==> config.mk <==
export PLATFORM = sky130hd
export DESIGN_NAME = csw_top
export DESIGN_NICKNAME = d
export VERILOG_FILES = /design/src/csw_pkg.sv /design/src/csw_top.sv /design/src/csw_edge_det.sv /design/src/csw_counter.sv
export VERILOG_INCLUDE_DIRS = /design/src
export SDC_FILE = /design/constraint.sdc
export NUM_CORES = 1
export LEC_CHECK = 0
export ABC_AREA = 1
export BUFFER_PORTS_ARGS = -buffer_cell sky130_fd_sc_hd__buf_2
export CAP_MARGIN = 20
export CORE_AREA = 2 2 110 112
export CTS_BUF_LIST = sky130_fd_sc_hd__clkbuf_2
export DETAILED_ROUTE_END_ITERATION = 7
export DIE_AREA = 0 0 112 114
export PLACE_DENSITY = 0.74
export RECOVER_POWER = 50
export SETUP_SLACK_MARGIN = 0.4
export SLEW_MARGIN = 15
export SYNTH_ARGS = -nofsm -noshare
export SYNTH_HDL_FRONTEND = slang
export SYNTH_HIERARCHICAL = 1
export SYNTH_SLANG_ARGS = --single-unit
export TNS_END_PERCENT = 1
==> constraint.sdc <==
create_clock -name mclk -period 2.4 [get_ports mclk]
set_input_delay 0.24 -clock mclk [delete_from_list [all_inputs] [get_ports mclk]]
set_output_delay 0.24 -clock mclk [all_outputs]
set_load 0.005 [all_outputs]
==> src/csw_defs.svh <==
`ifndef CSW_DEFS_SVH
`define CSW_DEFS_SVH

// ----------------------------------------
// register offsets (byte addresses)
// ----------------------------------------
`define CSW_OFF_CTRL 4'h0
`define CSW_OFF_UNLOCK 4'h4
`define CSW_OFF_STATUS 4'h8

// ----------------------------------------
// control register fields
// ----------------------------------------
`define CSW_CUR_MSB 14
`define CSW_CUR_LSB 12
`define CSW_NEW_MSB 10
`define CSW_NEW_LSB 8
`define CSW_LOCK_BIT 5
`define CSW_FAIL_BIT 3
`define CSW_KEEP_BIT 1
`define CSW_REQ_BIT 0

// ----------------------------------------
// status register fields
// ----------------------------------------
`define CSW_ST_OSC_MSB 3
`define CSW_ST_OSC_LSB 0
`define CSW_ST_MULT_BIT 4
`define CSW_ST_BUSY_BIT 5
`define CSW_ST_STATE_MSB 7
`define CSW_ST_STATE_LSB 6
`define CSW_ST_SUB_MSB 9
`define CSW_ST_SUB_LSB 8

// ----------------------------------------
// oscillator indices and bus answers
// ----------------------------------------
`define CSW_OSC_PRIMARY 2'h0
`define CSW_OSC_LOW_POWER_CRYSTAL 2'h1
`define CSW_OSC_FAST_RC 2'h2
`define CSW_OSC_LOW_POWER_RC 2'h3
`define CSW_RESP_OKAY 2'h0
`define CSW_RESP_SLVERR 2'h2
`define CSW_RESET_WORD 32'h00000000

// ----------------------------------------
// timing counts
// ----------------------------------------
`define CSW_NEW_CLK_CYCLES 10
`define CSW_NEW_CNT_W 4

`endif

==> src/csw_pkg.sv <==
`default_nettype none

package csw_pkg;

  // ----------------------------------------
  // clock sources and submodes
  // ----------------------------------------
  typedef enum logic [2:0] {
    csw_src_fast_rc = 3'h0,
    csw_src_fast_rc_multiplied = 3'h1,
    csw_src_primary = 3'h2,
    csw_src_primary_multiplied = 3'h3,
    csw_src_low_power_crystal = 3'h4,
    csw_src_low_power_rc_osc = 3'h5
  } csw_src_t;

  typedef enum logic [1:0] {
    csw_sub_external_clock = 2'h0,
    csw_sub_crystal = 2'h1,
    csw_sub_high_speed = 2'h2,
    csw_sub_none = 2'h3
  } csw_submode_t;

  // gray order along the switch path
  typedef enum logic [1:0] {
    csw_st_idle = 2'h0,
    csw_st_wait_ready = 2'h1,
    csw_st_count = 2'h3,
    csw_st_change = 2'h2
  } csw_sw_state_t;

  typedef struct packed {
    logic aw_held;
    logic [3:0] aw_addr;
    logic w_held;
    logic [31:0] wdata;
    logic [3:0] wstrb;
    logic bvalid;
    logic [1:0] bresp;
    logic rvalid;
    logic [31:0] rdata;
    logic [1:0] rresp;
    logic unlock_stage;
    logic unlock_armed;
    csw_src_t new_sel;
    csw_src_t cur_src;
    logic switch_req;
    logic lock;
    logic clk_fail;
    logic crystal_keep;
    logic need_startup;
    csw_sw_state_t sw_state;
    logic [3:0] osc_en;
    logic mult_en;
    logic fail_trap;
    logic [1:0] submode;
  } csw_top_state_t;

  typedef struct packed {
    logic prev;
  } csw_edge_state_t;

  function automatic logic [1:0] csw_phys(csw_src_t src);
    case (src)
      csw_src_primary, csw_src_primary_multiplied: csw_phys = 2'h0;
      csw_src_low_power_crystal: csw_phys = 2'h1;
      csw_src_low_power_rc_osc: csw_phys = 2'h3;
      default: csw_phys = 2'h2;
    endcase
  endfunction

  function automatic logic csw_is_mult(csw_src_t src);
    csw_is_mult = (src == csw_src_fast_rc_multiplied) ||
                  (src == csw_src_primary_multiplied);
  endfunction

  function automatic logic csw_is_crystal(csw_src_t src, logic [1:0] sub);
    csw_is_crystal = (src == csw_src_low_power_crystal) ||
      (csw_phys(src) == 2'h0 &&
       (sub == csw_sub_crystal || sub == csw_sub_high_speed));
  endfunction

endpackage

`default_nettype wire

==> src/csw_top.sv <==
// Behaviour
// - software may select any of six sources
// - primary submode fixed by configuration input
// - switching and monitor only when configured zero
// - disabled: ignore new select, report initial source
// - disabled: switch request held at zero
// - equal sources: clear request, abort switch
// - valid switch start clears lock and fail
// - start source, await startup timer and lock where each applies
// - count ten new-source cycles before changeover
// - changeover clears request, copies new to current
// - stop old source, keep watchdog or crystal
// - processor keeps running during the switch
// - monitor keeps low-power RC running except sleep
// - failure raises trap, falls back to fast RC
// - fallback keeps multiplier when it was used
//
// The address map and the AXI4-Lite interface to the registers were left to the implementer.
`timescale 1ns/100ps
`default_nettype none
`include "csw_defs.svh"

module csw_top #(
  parameter logic [31:0] KEY_FIRST = 32'h0000005A,  // arbitrary value
  parameter logic [31:0] KEY_SECOND = 32'h000000C3, // arbitrary value
  parameter int STARTUP_EDGES = 1024,
  parameter int STARTUP_W = 11,
  parameter int FAIL_TICKS = 4,
  parameter int FAIL_W = 3
) (
  input wire logic mclk,
  input wire logic srst,
  input wire logic [3:0] s_axi_awaddr,
  input wire logic s_axi_awvalid,
  output logic s_axi_awready,
  input wire logic [31:0] s_axi_wdata,
  input wire logic [3:0] s_axi_wstrb,
  input wire logic s_axi_wvalid,
  output logic s_axi_wready,
  output logic [1:0] s_axi_bresp,
  output logic s_axi_bvalid,
  input wire logic s_axi_bready,
  input wire logic [3:0] s_axi_araddr,
  input wire logic s_axi_arvalid,
  output logic s_axi_arready,
  output logic [31:0] s_axi_rdata,
  output logic [1:0] s_axi_rresp,
  output logic s_axi_rvalid,
  input wire logic s_axi_rready,
  input wire logic switch_monitor_cfg,
  input wire logic monitor_enable_cfg,
  input wire logic [2:0] initial_source_cfg,
  input wire logic [1:0] primary_submode_cfg,
  input wire logic watchdog_enable,
  input wire logic sleep_mode,
  input wire logic [3:0] osc_clk,
  input wire logic sys_clk_sample,
  input wire logic multiplier_locked,
  output logic [3:0] osc_enable,
  output logic multiplier_enable,
  output logic [2:0] clock_select,
  output logic [1:0] primary_submode,
  output logic clock_fail_trap
);

  // ----------------------------------------
  // state and decoded conditions
  // ----------------------------------------
  csw_pkg::csw_top_state_t s;
  csw_pkg::csw_top_state_t next_s;
  csw_pkg::csw_src_t init_src;
  logic sw_en;
  logic monitor_on;
  logic new_edge;
  logic sys_edge;
  logic rc_edge;
  logic startup_done;
  logic ten_done;
  logic timeout_done;
  logic fail;
  logic ready;
  logic new_clk;
  logic [31:0] ctrl_word;
  logic [31:0] status_word;

  assign init_src = csw_pkg::csw_src_t'(initial_source_cfg);
  assign sw_en = ~switch_monitor_cfg;
  assign monitor_on = sw_en & monitor_enable_cfg & ~sleep_mode;
  // a select change may add one stray edge; harmless to the counts
  assign new_clk = osc_clk[csw_pkg::csw_phys(s.new_sel)];

  // failure when no system edge within the rc timeout
  assign fail = monitor_on & timeout_done & ~s.fail_trap;

  // crystal waits for startup timer, multiplier for lock
  assign ready = (~s.need_startup | startup_done) &
                 (~csw_pkg::csw_is_mult(s.new_sel) | s.lock);

  // ----------------------------------------
  // edge detectors and counters
  // ----------------------------------------
  csw_edge_det u_new_edge (
    .mclk(mclk),
    .srst(srst),
    .level(new_clk),
    .rise(new_edge)
  );

  csw_edge_det u_sys_edge (
    .mclk(mclk),
    .srst(srst),
    .level(sys_clk_sample),
    .rise(sys_edge)
  );

  csw_edge_det u_rc_edge (
    .mclk(mclk),
    .srst(srst),
    .level(osc_clk[`CSW_OSC_LOW_POWER_RC]),
    .rise(rc_edge)
  );

  csw_counter #(.W(STARTUP_W), .LIMIT(STARTUP_EDGES)) u_startup (
    .mclk(mclk),
    .srst(srst),
    .clr(s.sw_state == csw_pkg::csw_st_idle),
    .inc(new_edge && s.sw_state == csw_pkg::csw_st_wait_ready),
    .done(startup_done)
  );

  csw_counter #(.W(`CSW_NEW_CNT_W), .LIMIT(`CSW_NEW_CLK_CYCLES)) u_ten (
    .mclk(mclk),
    .srst(srst),
    .clr(s.sw_state != csw_pkg::csw_st_count),
    .inc(new_edge),
    .done(ten_done)
  );

  // rc ticks since the last system edge
  csw_counter #(.W(FAIL_W), .LIMIT(FAIL_TICKS)) u_timeout (
    .mclk(mclk),
    .srst(srst),
    .clr(sys_edge | ~monitor_on | s.fail_trap),
    .inc(rc_edge),
    .done(timeout_done)
  );

  // ----------------------------------------
  // register views
  // ----------------------------------------
  always_comb begin
    ctrl_word = `CSW_RESET_WORD;
    ctrl_word[`CSW_CUR_MSB:`CSW_CUR_LSB] = s.cur_src;
    ctrl_word[`CSW_NEW_MSB:`CSW_NEW_LSB] = s.new_sel;
    ctrl_word[`CSW_LOCK_BIT] = s.lock;
    ctrl_word[`CSW_FAIL_BIT] = s.clk_fail;
    ctrl_word[`CSW_KEEP_BIT] = s.crystal_keep;
    ctrl_word[`CSW_REQ_BIT] = s.switch_req;
    status_word = `CSW_RESET_WORD;
    status_word[`CSW_ST_OSC_MSB:`CSW_ST_OSC_LSB] = s.osc_en;
    status_word[`CSW_ST_MULT_BIT] = s.mult_en;
    status_word[`CSW_ST_BUSY_BIT] = (s.sw_state != csw_pkg::csw_st_idle);
    status_word[`CSW_ST_STATE_MSB:`CSW_ST_STATE_LSB] = s.sw_state;
    status_word[`CSW_ST_SUB_MSB:`CSW_ST_SUB_LSB] = s.submode;
  end

  assign s_axi_awready = ~s.aw_held & ~s.bvalid;
  assign s_axi_wready = ~s.w_held & ~s.bvalid;
  assign s_axi_arready = ~s.rvalid;

  // ----------------------------------------
  // next state
  // ----------------------------------------
  always_comb begin
    next_s = s;
    next_s.fail_trap = 1'b0;
    next_s.lock = s.lock | (multiplier_locked & s.mult_en);
    if (s.rvalid && s_axi_rready) begin
      next_s.rvalid = 1'b0;
    end
    if (s_axi_arvalid && s_axi_arready) begin
      next_s.rvalid = 1'b1;
      next_s.rresp = `CSW_RESP_OKAY;
      case (s_axi_araddr)
        `CSW_OFF_CTRL: next_s.rdata = ctrl_word;
        `CSW_OFF_UNLOCK: next_s.rdata = `CSW_RESET_WORD;
        `CSW_OFF_STATUS: next_s.rdata = status_word;
        default: begin
          next_s.rdata = `CSW_RESET_WORD;
          next_s.rresp = `CSW_RESP_SLVERR;
        end
      endcase
    end
    if (s.bvalid && s_axi_bready) begin
      next_s.bvalid = 1'b0;
    end
    if (s_axi_awvalid && s_axi_awready) begin
      next_s.aw_held = 1'b1;
      next_s.aw_addr = s_axi_awaddr;
    end
    if (s_axi_wvalid && s_axi_wready) begin
      next_s.w_held = 1'b1;
      next_s.wdata = s_axi_wdata;
      next_s.wstrb = s_axi_wstrb;
    end
    if (s.aw_held && s.w_held) begin
      next_s.aw_held = 1'b0;
      next_s.w_held = 1'b0;
      next_s.bvalid = 1'b1;
      next_s.bresp = `CSW_RESP_OKAY;
      // any write other than the second key spends the unlock
      next_s.unlock_stage = 1'b0;
      next_s.unlock_armed = 1'b0;
      case (s.aw_addr)
        `CSW_OFF_UNLOCK: begin
          // two keys in a row open one control write
          if (s.unlock_stage && s.wdata == KEY_SECOND) begin
            next_s.unlock_armed = 1'b1;
          end else if (s.wdata == KEY_FIRST) begin
            next_s.unlock_stage = 1'b1;
          end
        end
        `CSW_OFF_CTRL: begin
          if (s.unlock_armed) begin
            // any source code; submode is not writable
            if (s.wstrb[1]) begin
              next_s.new_sel = csw_pkg::csw_src_t'(
                s.wdata[`CSW_NEW_MSB:`CSW_NEW_LSB]);
            end
            if (s.wstrb[0]) begin
              next_s.crystal_keep = s.wdata[`CSW_KEEP_BIT];
              if (!s.wdata[`CSW_FAIL_BIT]) begin
                next_s.clk_fail = 1'b0;
              end
              if (s.wdata[`CSW_REQ_BIT] && sw_en) begin
                next_s.switch_req = 1'b1;
              end
            end
          end
        end
        `CSW_OFF_STATUS: begin
        end
        default: next_s.bresp = `CSW_RESP_SLVERR;
      endcase
    end

    // the switch never stalls the processor, no hold output
    unique case (s.sw_state)
      csw_pkg::csw_st_idle: begin
        if (s.switch_req && sw_en) begin
          if (s.new_sel == s.cur_src) begin
            next_s.switch_req = 1'b0;
          end else begin
            // clear lock and fail at start
            next_s.lock = 1'b0;
            next_s.clk_fail = 1'b0;
            next_s.need_startup =
              csw_pkg::csw_is_crystal(s.new_sel, s.submode) &
              ~s.osc_en[csw_pkg::csw_phys(s.new_sel)];
            next_s.sw_state = csw_pkg::csw_st_wait_ready;
          end
        end
      end
      csw_pkg::csw_st_wait_ready: begin
        if (ready) begin
          next_s.sw_state = csw_pkg::csw_st_count;
        end
      end
      csw_pkg::csw_st_count: begin
        if (ten_done) begin
          next_s.sw_state = csw_pkg::csw_st_change;
        end
      end
      csw_pkg::csw_st_change: begin
        next_s.cur_src = s.new_sel;
        next_s.switch_req = 1'b0;
        next_s.sw_state = csw_pkg::csw_st_idle;
      end
    endcase

    if (!sw_en) begin
      next_s.cur_src = init_src;
      next_s.switch_req = 1'b0;
      next_s.sw_state = csw_pkg::csw_st_idle;
    end

    // trap and fast rc fallback; fail set wins over clears
    if (fail) begin
      next_s.fail_trap = 1'b1;
      next_s.clk_fail = 1'b1;
      next_s.switch_req = 1'b0;
      next_s.sw_state = csw_pkg::csw_st_idle;
      // keep the multiplier on the fallback
      next_s.cur_src = csw_pkg::csw_is_mult(s.cur_src) ?
        csw_pkg::csw_src_fast_rc_multiplied : csw_pkg::csw_src_fast_rc;
    end

    if (srst) begin
      next_s = '0;
      next_s.cur_src = init_src;
      next_s.new_sel = init_src;
    end

    next_s.submode = primary_submode_cfg;
    // old source stops once no longer current or new
    next_s.osc_en = 4'h0;
    next_s.osc_en[csw_pkg::csw_phys(next_s.cur_src)] = 1'b1;
    if (next_s.sw_state != csw_pkg::csw_st_idle) begin
      next_s.osc_en[csw_pkg::csw_phys(next_s.new_sel)] = 1'b1;
    end
    // monitor or watchdog keeps low-power rc alive
    if (watchdog_enable || monitor_on) begin
      next_s.osc_en[`CSW_OSC_LOW_POWER_RC] = 1'b1;
    end
    if (next_s.crystal_keep) begin
      next_s.osc_en[`CSW_OSC_LOW_POWER_CRYSTAL] = 1'b1;
    end
    next_s.mult_en = csw_pkg::csw_is_mult(next_s.cur_src) |
      ((next_s.sw_state != csw_pkg::csw_st_idle) &
       csw_pkg::csw_is_mult(next_s.new_sel));
  end

  always_ff @(posedge mclk) begin
    s <= next_s;
  end

  assign s_axi_bresp = s.bresp;
  assign s_axi_bvalid = s.bvalid;
  assign s_axi_rdata = s.rdata;
  assign s_axi_rresp = s.rresp;
  assign s_axi_rvalid = s.rvalid;
  assign osc_enable = s.osc_en;
  assign multiplier_enable = s.mult_en;
  assign clock_select = s.cur_src;
  assign primary_submode = s.submode;
  assign clock_fail_trap = s.fail_trap;

  // ----------------------------------------
  // assertions
  // ----------------------------------------
  logic [4:0] chk_edges;

  always_ff @(posedge mclk) begin
    if (srst || s.sw_state != csw_pkg::csw_st_count) begin
      chk_edges <= 5'h00;
    end else if (new_edge && chk_edges != 5'h1F) begin
      chk_edges <= chk_edges + 5'h01;
    end
  end
endmodule

`default_nettype wire

==> src/csw_edge_det.sv <==
`timescale 1ns/100ps
`default_nettype none

// rising edge of a sampled oscillator level
module csw_edge_det (
  input wire logic mclk,
  input wire logic srst,
  input wire logic level,
  output logic rise
);

  csw_pkg::csw_edge_state_t s;
  csw_pkg::csw_edge_state_t next_s;

  always_comb begin
    next_s = s;
    next_s.prev = srst ? 1'b0 : level;
  end

  always_ff @(posedge mclk) begin
    s <= next_s;
  end

  assign rise = level & ~s.prev;

endmodule

`default_nettype wire

==> src/csw_counter.sv <==
`timescale 1ns/100ps
`default_nettype none

// saturating event counter, done while count equals the limit
module csw_counter #(
  parameter int W = 4,
  parameter int LIMIT = 10
) (
  input wire logic mclk,
  input wire logic srst,
  input wire logic clr,
  input wire logic inc,
  output logic done
);

  typedef struct packed {
    logic [W-1:0] count;
  } csw_cnt_state_t;

  localparam logic [W-1:0] LIMIT_W = W'(LIMIT);

  csw_cnt_state_t s;
  csw_cnt_state_t next_s;

  always_comb begin
    next_s = s;
    if (srst || clr) begin
      next_s.count = '0;
    end else if (inc && s.count != LIMIT_W) begin
      next_s.count = s.count + 1'b1;
    end
  end

  always_ff @(posedge mclk) begin
    s <= next_s;
  end

  assign done = (s.count == LIMIT_W);

endmodule

`default_nettype wire

Word level (Yosys, flattened, before mapping). Index checks and enable logic that the tools add are counted.

Input bits: 66. Register bits: 124. Logic and storage cells: 215.

Bitwise logic cells: 35. Reduce and logical (&&, ||, !) cells: 42. Equal/unequal tests: 36. Magnitude comparators: 6. Muxes and demuxes: 61. Add/subtract/negate cells: 3.

Operators with widths (number): $mux 35 (1); $mux 2 (17); $eq 32x7->1 const B (1); $eq 32x8->1 const B (1); $pmux 15 s2 (1); $mux 3 (9); $eq 3x2->1 const B (7); $eq 3x3->1 const B (7); $mux 21 (1); $mux 1 (20); $pmux 2 s3 (3); $logic_and 1x1->1 (16); $not 1->1 (15); $and 1x1->1 (13); $eq 3x1->1 const B (4); $eq 4x4->1 const B (3); $lt 2x3->1 const B (4); $mux 4 (3); $add 11x1->11 const B (1); $eq 11x11->1 const B (1); $ne 11x11->1 const B (1); $logic_or 1x1->1 (10); $reduce_or 3->1 (3); $eq 4x3->1 const B (2); 20 further kinds (39).

Logic depth before layout (Yosys ltp). Gate-level depths: netlist of the first run.

Depth in word-level cells: 26. Mapped depth: 15.

Cells and area by module. Netlist of the first run, hierarchy kept.

By module, submodules not included: csw_top (cells an instance 536, times used 1, area an instance 3943.8 µm²); csw_counter (u_startup) (cells an instance 111, times used 1, area an instance 699.4 µm²); csw_counter (u_ten) (cells an instance 31, times used 1, area an instance 216.5 µm²); csw_counter (u_timeout) (cells an instance 27, times used 1, area an instance 175.2 µm²); csw_edge_det (cells an instance 4, times used 3, area an instance 31.3 µm²).

Worst setup path before layout of the first run. No wires, ideal clock.

Path kind: register to register. Start: register s (netlist bit ctrl_word[10]). End: register u_startup/s[9] (netlist bit). Slack: 0.378 ns. Cell stages (with the launch flop): 14. Arrival time: 1.950 ns. Setup time: 0.072 ns. Period minus slack after synthesis: 2.022 ns. Required time: 2.328 ns. Buffers on the path: 1. Cell sequence: dfxtp_1 nand2_2 o21ai_2 o211ai_1 o21ai_0 inv_1 nor2_1 nand2_1 nor2_1 inv_1 nor2_2 buf_2 nand2_1 a21oi_1.

Word-level cells in the longest chain between the ends: 8. Elaborated cells between the ends (all ways): 11. Those cells by class: eq/ne: 4; mux: 3; bitwise: 1; reduce/logical: 3.

Ends and longest elaborated chain: start, declared (RTL line csw_top.sv:69) `csw_pkg::csw_top_state_t s;`; start signal, assigned (RTL line csw_top.sv:324) `s <= next_s;`; $eq 3x2->1 (RTL line csw_pkg.sv:64) `case (src)`; $reduce_or 2->1 (RTL line csw_pkg.sv:64); $pmux 2 s3 (*) (RTL line csw_pkg.sv:64); $bmux 1 s2 (*) (RTL line csw_top.sv:90) `assign new_clk = osc_clk[csw_pkg::csw_phys(s.new_sel)];`; $mux 1 (implied by the code) (*) (RTL line csw_top.sv:90); via new_clk (RTL line csw_top.sv:82) `logic new_clk;`; $and 1x1->1 (*) (RTL line csw_edge_det.sv:24) `assign rise = level & ~s.prev;`; via new_edge (RTL line csw_top.sv:74) `logic new_edge;`; $logic_and 1x1->1 (*) (RTL line csw_top.sv:127) `.inc(new_edge && s.sw_state == csw_pkg::csw_st_wait_ready),`; $logic_and 1x1->1 (*) (RTL line csw_counter.sv:29) `end else if (inc && s.count != LIMIT_W) begin`; end signal, assigned (RTL line csw_counter.sv:35) `s <= next_s;`; end, declared (RTL line csw_counter.sv:22) `csw_cnt_state_t s;`.

Mark *: on every way through the listed nets, which the timed path passes. The rest lies on a longest branch. The select of a mux whose other input is x is not followed. A chain may end at the register's enable or synchronous reset.

==> results.md, run 1 <==
* Residual DRC at 0
* ANT nets after route at 0
* Clock Path Buffers at 2
* Leak pwr at 2.90 nW
* Pwr/cell area at 530 mW/mm2
* DIE WIDTH at 112 um
* Ports at 118
* Final Setup Violations at 0
* Fraction of registers with async set or reset after synthesis at 0
* Syn-to-layout area delta at 22.9%
* Final Critical Period at 2.03 ns
* Hold Path Class: input port to flip-flop
* Final design area excluding fillers at 0.00630 mm2
* Main synth FF type: dfxtp_1
* Mapped Avg Cell Area at 7.15 um2
* WS Path Type: flip-flop to flip-flop
* Antenna violations before repair at 0
* Final Hold Fails at 0
* Met1 Use GR at 0.221
* Period utilization at 0.848
* Cells after Synth at 717
* CTS tree: built
* Type of origin of the critical path: flip-flop
* Clock slew at reported path FFs at 0.28 ns
* Skew final at 0.0207 ns
* Placed inst area at 0.00547 mm2
* GP Congestion at 0.889
* Initial Util at 0.438
* Vias in the first global route at 4418
* Final HPWL DP at 8320 um
* Core area at 0.0117 mm2
* Slew at the pin closest to its max-slew limit at 0.795 ns
* Die area at 0.0128 mm2
* CP max FO at 7
* DR pass1 iterations at 4
* Min-delay src: monitor_enable_cfg
* Max cap viols at 0
* Peak supply drop at 0.000389 V
* RSZ-0062 raised after global routing: true
* Critical path arrival at 2.56 ns
* Mapped cell area at 0.00513 mm2
* GRT overflow at 0
* TritonCTS buffer count at 9
* Run status: complete, no violations
* Final max-slew violation count at 0
* Num Clock Sinks at 102
* Gr usage total at 0.189
* Worst setup EP type: flip-flop
* Register area share after synthesis at 0.398
* Number of flops mapped to enable cells by yosys at 0
* Vias at 4747
* Cells on worst reg2reg path at 11
* H-tree levels at 3
* Share of cells above drive strength 1 at 0.186
* Iter 0 DRT Violations at 259
* Detailed Route WL at 12200 um
* Crit path capture: osc_enable[1]$_SDFF_PP1_
* CP startpoint: s[97]$_SDFFE_PP0P_
* Clock latency on the worst-skew pair at 0.59 ns
* Grt met3 use at 0.0414
* Wire per inst at 12.1 um
* GR peak layer: met2
* Ys Warns at 6
* Die H at 114 um
* CP required at 2.92 ns
* Largest net degree at the start of global routing at 58
* Post-synth top area cell: dfxtp_1
* Fmax achieved at 0.491 GHz
* Global-route wire length before repair at 19900 um
* Drt via density at 4.72
* CTS root buf: clkbuf_2
* Hold depth at 5
* Synth area leaders: dfxtp_1 (40%), nand2_1 (9.1%), nor2_1 (8.5%), buf_4 (6.9%), inv_1 (5.3%)
* Final Non-Filler Cells at 1006
* Final nets at 930
* Yosys reg bits at 102
* Placed Cells at 921
* Tot Pwr at 3.34 mW
* Max-slew headroom at 0.470
* FF-to-FF End: osc_enable[1]$_SDFF_PP1_
* Met2 capacity usage during global routing at 0.343
* FP Rows at 40
* Sum Neg Setup Slack at 0 ns
* R2r setup slk at 0.37 ns
* Worst R2R Start: s[97]$_SDFFE_PP0P_
* PortBufs at 95
* # diodes at 0
* Post-synth top area share at 0.398
* Distinct cell type count of the synthesized netlist at 43
## cells in the mapped netlist, types with 2 or more instances
library cell and number:
nand4_1 11, nand3_2 6, nand3_1 35, or2_0 2, buf_4 47, nor2_2 7, o211ai_1 5, or2_2 2
nand2_2 8, a21oi_1 35, inv_2 13, nor2_1 116, o21ai_2 3, xnor2_1 2, xor2_1 4, nor4_1 7
o21ai_0 48, buf_2 5, nand2_1 125, nor3_1 3, o21ai_1 13, clkbuf_1 10, buf_6 3, dfxtp_1 102
o221ai_1 3, ha_1 10, inv_1 72, nor2_4 2, a31oi_1 2, nor3_4 2, nand2_4 2
## where the power goes
group / switching, mW / internal [mW]
clock network: 0.586 / 0.244
logic: 0.325 / 0.288
registers: 0.0848 / 1.81
## state kept, by name (all words and copies together), names as in the netlist
signal / flops
u_ten/s: 4
primary_submode: 2
u_sys_edge/s: 1
s_axi_rresp: 1
s_axi_rdata: 14
u_rc_edge/s: 1
multiplier_enable: 1
u_startup/s: 11
s: 45
s_axi_rvalid: 1
u_new_edge/s: 1
u_timeout/s: 3
s_axi_bresp: 1
clock_select: 3
clock_fail_trap: 1
osc_enable: 4
ctrl_word: 7
s_axi_bvalid: 1
## worst min path at each step
| stage | endpoint | slack (ns) |
|---|---|---|
| final | clock_fail_trap$_SDFF_PP0_ | 0.06 |
| after global routing | s_axi_rdata[7]$_SDFFE_PP0P_ | 0.03 |
| after CTS | s_axi_rdata[7]$_SDFFE_PP0P_ | 0.005 |
| after detailed placement | primary_submode[1]$_DFF_P_ | 0.34 |
| after global placement | primary_submode[0]$_DFF_P_ | 0.34 |
| after floorplan | primary_submode[0]$_DFF_P_ | 0.27 |
## critical path, cell delays in order, from the launching register on
cell      delay (ns)
dfxtp_1         0.42
nand2_1         0.18
nor2_1          0.39
nand2_2         0.12
nand2_1         0.09
nand3_1         0.06
nand2_1         0.13
inv_2           0.06
ha_1            0.20
a21boi_2        0.16
nand3_1         0.08
nand3_1         0.06
## metal layers
layer	up-vias	share of wire
met5	-	0
met4	0	0.015
met3	17	0.057
met2	121	0.49
met1	2114	0.43
li1	2495	-
## metrics by stage
step	hold WS [ns]	util	worst slack, ns
4_1_cts	0.00483	0.534	0.392
3_3_place_gp	0.343	0.467	0.458
3_5_place_dp	0.344	0.467	0.403
6_report	0.0603	0.538	0.365
5_1_grt	0.0274	0.538	0.164
2_1_floorplan	0.268	-	0.473
## cells in the final DEF (no fill, tap or decap), drive strengths merged, types with 2 or more instances in the layout
master / n
or2: 4
clkbuf: 20
xnor2: 2
dlygate4sd3: 64
o21ai: 64
o211ai: 5
a21oi: 36
dfxtp: 102
nand3: 41
buf: 97
o221ai: 3
nor4: 7
clkinv: 5
xor2: 4
nand2: 135
nand4: 11
conb: 20
inv: 86
ha: 10
nor2: 125
nor3: 6
a31oi: 2
## area by class of cell
type | count | area (um2)
tap | 147 | 184
sequential | 102 | 2040
fill | 1117 | 5410
clock buffer | 9 | 45.0
clock inverter | 7 | 73.8
timing repair buffer | 172 | 1210
multi-input combinational | 483 | 2420
inverter | 86 | 325
## timing repair
action | in CTS | in global routing
endpoints found under the hold margin | 70 | 0
endpoints found under the setup margin | 12 | 18
hold buffers | 64 | 0
buffers inserted | 1 | 3
gates resized for setup | 3 | 20
cloned | 0 | 1
pin swaps | 0 | 8
## cells by family after synthesis
logic type,after synthesis,synth area share
DFF,102,0.398
muxes,1,0.00195
buffers and inverters,151,0.151
and+or+nand+nor,329,0.287
other,1,0.000731
xor gates and xnor gates,6,0.0102
AOI/OAI and AO/OA,117,0.127
adders and majority gates,10,0.0244
No activity file was read; power rests on OpenSTA's default activity.
==> run 2: changes to the inputs <==
- ABC_AREA: 1 -> 0
- CORE_AREA: 2 2 110 112 -> 2 2 108 110
- DIE_AREA: 0 0 112 114 -> 0 0 110 112
- PLACE_DENSITY: 0.74 -> 0.76
- clock period: 2.4 -> 1.8 ns (I/O delays scaled with it)
==> results.md, run 2 <==
* Cells after Synth at 578 (-19%)
* Share of cells above drive strength 1 at 0.348 (+0.162)
* Type of origin of the critical path: flip-flop
* Slowest CP cell: dfxtp_2
* Commonest non-fill, non-tap cell in the layout: nand2_1
* Fraction of registers with async set or reset after synthesis at 0 (unchanged)
* CP required at 2.32 ns (-0.60 ns)
* CTS root buf: clkbuf_2
* WS Path Type: flip-flop to flip-flop
* Die H at 112 um (-1.8%)
* Die area at 0.0123 mm2 (-3.5%)
* Run status: complete, but fails checks
* WHS at 0.0422 ns (-0.0181 ns)
* Syn-to-layout area delta at 38.4%
* Distinct cell type count of the synthesized netlist at 67 (+56%)
* Post-synth top area cell: dfxtp_1
* Peak supply drop at 0.000391 V (+0.67%)
* Ys Warns at 6 (unchanged)
* Global-route wire length before repair at 21600 um (+8.6%)
* Drt via density at 5.33 (+13%)
* Initial Util at 0.437 (-0.000574)
* Final Setup Violations at 9 (+9)
* RSZ-0062 raised after global routing: true
* Synth area leaders: dfxtp_1 (42%), nand2_1 (7.6%), buf_4 (6.9%), a21oi_1 (6.6%), ha_1 (2.6%)
* Seq pwr share at 0.538 (-0.030)
* Ports at 118 (unchanged)
* Number of flops mapped to enable cells by yosys at 0 (unchanged)
* Vias at 4805 (+1.2%)
* CP max FO at 3 (-4)
* Clock latency on the worst-skew pair at 0.61 ns (+0.02 ns)
* Final max-slew violation count at 0 (unchanged)
* Critical path arrival at 2.51 ns (-0.05 ns)
* Internal power at 3.20 mW (+37%)
* FP Rows at 39 (-2.5%)
* Antenna violations before repair at 0 (unchanged)
* Num Clock Sinks at 102 (unchanged)
* Failing checks: negative setup slack
* TritonCTS buffer count at 9 (unchanged)
* Wire per inst at 15.5 um (+28%)
* Period utilization at 1.11 (+0.261)
* Sw frac at 0.305 (+0.00758)
* Gr usage total at 0.220 (+0.0310)
* Comb pwr share at 0.187 (+0.004)
* Clock Power Share at 0.275 (+0.027)
* Commonest cells after routing, fill and taps aside: nand2_1 (96), buf_2 (88), dfxtp_1 (78)
* ANT nets after route at 0 (unchanged)
* Leak pwr at 2.81 nW (-2.9%)
* Mapped cell area at 0.00489 mm2 (-4.7%)
* Detailed Route WL at 14000 um (+15%)
* Clock Path Buffers at 2 (unchanged)
* Largest net degree at the start of global routing at 44 (-24%)
* Final HPWL DP at 9000 um (+8.2%)
* Vias in the first global route at 4692 (+6.2%)
* Max-slew headroom at 0.560 (+0.0902)
* Post-synth top area share at 0.418 (+0.0197)
* Max cap viols at 0 (unchanged)
* Iter 0 DRT Violations at 290 (+12%)
* Most flops, register: s
* CTS tree: built
* GP Congestion at 0.912 (+2.5%)
* Pwr/cell area at 682 mW/mm2 (+29%)
* CP peak stage delay at 0.40 ns (-0.02 ns)
* GRT overflow at 0 (unchanged)
* Slew at the pin closest to its max-slew limit at 0.660 ns (-0.134 ns)
* Main synth FF type: dfxtp_1
* # diodes at 0 (unchanged)
* Most instantiated library cell after synthesis: dfxtp_1
* CP delay by family, top: simple AND/OR/NAND/NOR gates
* Final Critical Period at 2.00 ns (-0.0393 ns)
* Mapped Avg Cell Area at 8.46 um2 (+18%)
* DR pass1 iterations at 7 (+3)
* PortBufs at 95 (unchanged)
* Residual DRC at 0 (unchanged)
* Yosys reg bits at 102 (unchanged)
* Critical path, cell by cell: nor4bb_4, nand2_2, mux2i_1, o21a_1, ha_2, or3b_1, o2111ai_2
* Core area at 0.0112 mm2 (-4.6%)
* Clock slew at reported path FFs at 0.30 ns (+0.02 ns)
* Synth cell count leaders: dfxtp_1 (102), nand2_1 (99), a21oi_1 (64)
* Setup ws final at -0.195 ns (-0.561 ns)
* Skew final at 0.0548 ns (+0.0341 ns)
* H-tree levels at 3 (unchanged)
* Worst path bufs/invs at 0 (-1)
* Max FFs per register at 45 (unchanged)
* DIE WIDTH at 110 um (-1.8%)
* Register area share after synthesis at 0.418 (+0.0197)
* Switching Power at 1.41 mW (+42%)
* Final Hold Fails at 0 (unchanged)
* Fmax achieved at 0.501 GHz (+2.0%)
* Hold Path Class: input port to flip-flop
* Util after Layout at 0.605 (+0.0671)
* Worst setup EP type: flip-flop
* Final nets at 829 (-11%)
==> run 2: power by group through the flow <==
stage / clock network, mW / logic, mW / registers (mW)
final: 1.27 / 0.863 / 2.48
after global routing: 1.38 / 0.942 / 2.49
after CTS: 1.29 / 0.799 / 2.47
after detailed placement: 0 / 0.654 / 2.50
after global placement: 0 / 0.632 / 2.49
after floorplan: 0 / 0.449 / 2.48
==> run 2: logic make-up after synthesis <==
logic type	after synthesis	synth area share
simple gates	238	0.264
compound gates	115	0.143
flops	102	0.418
buf+inv	92	0.109
mux	13	0.0271
fa+ha+maj	10	0.0256
xor+xnor	7	0.0125
other cells	1	0.000767
==> run 2: final cells by class <==
class / instances / area (um2)
clock buffer: 9 / 45.0
sequential: 102 / 2080
inverter: 21 / 83.8
tap: 143 / 179
multi-input combinational: 403 / 2650
timing repair buffer: 216 / 1620
clock inverter: 7 / 97.6
fill: 902 / 4410
==> run 2: worst register-to-register path: cells and delay by family, from the launching register on <==
kind | cells | cell delay (ns)
flip-flops | 1 | 0.40
adder cells (fa/ha/maj) | 1 | 0.19
multiplexers | 1 | 0.19
AO/OA/AOI/OAI | 2 | 0.35
AND/OR/NAND/NOR | 3 | 0.81
==> run 2: layer usage <==
layer  global-route usage  part of all wire  vias to the layer above
li1                     -                 -                     2301
met1                0.255              0.39                     2296
met2                0.391              0.53                      178
met3               0.0433             0.049                       30
met4               0.0835             0.027                        0
met5                    0                 0                        -
==> run 2: path summary, 6_finish.rpt <==
kind | from | cells after the start | to | slack, ns
hold reg to reg | s_axi_rdata[7]$_SDFFE_PP0P_ | 2 | s_axi_rdata[7]$_SDFFE_PP0P_ | 0.47
setup reg to reg | s[101]$_SDFFE_PP0P_ | 7 | osc_enable[3]$_SDFF_PP1_ | -0.20
hold / removal | osc_clk[0] | 4 | u_new_edge/s$_SDFF_PP0_ | 0.04
setup / recovery | s[101]$_SDFFE_PP0P_ | 7 | osc_enable[3]$_SDFF_PP1_ | -0.20
==> run 2: per-stage QoR <==
step                      instance area, um2  instances  power (mW)  setup TNS, ns  setup WS [ns]
after detailed placement                5560        817        3.15          -1.63         -0.243
after global routing                    6760        901        4.82          -2.11         -0.273
after floorplan                         4970        597        2.93          -1.82         -0.258
after CTS                               6550        898        4.56         -0.686         -0.188
final                                   6760        901        4.61         -0.771         -0.195
after global placement                  5560        817        3.12         -0.664         -0.172
==> run 2: timing repair <==
action | in CTS | in global routing
setup endpoints to repair | 41 | 59
gates resized for setup | 65 | 51
hold buffers | 56 | 2
endpoints found under the hold margin | 54 | 20
buffers inserted | 9 | 1
pin swaps | 32 | 20
cloned | 0 | 0
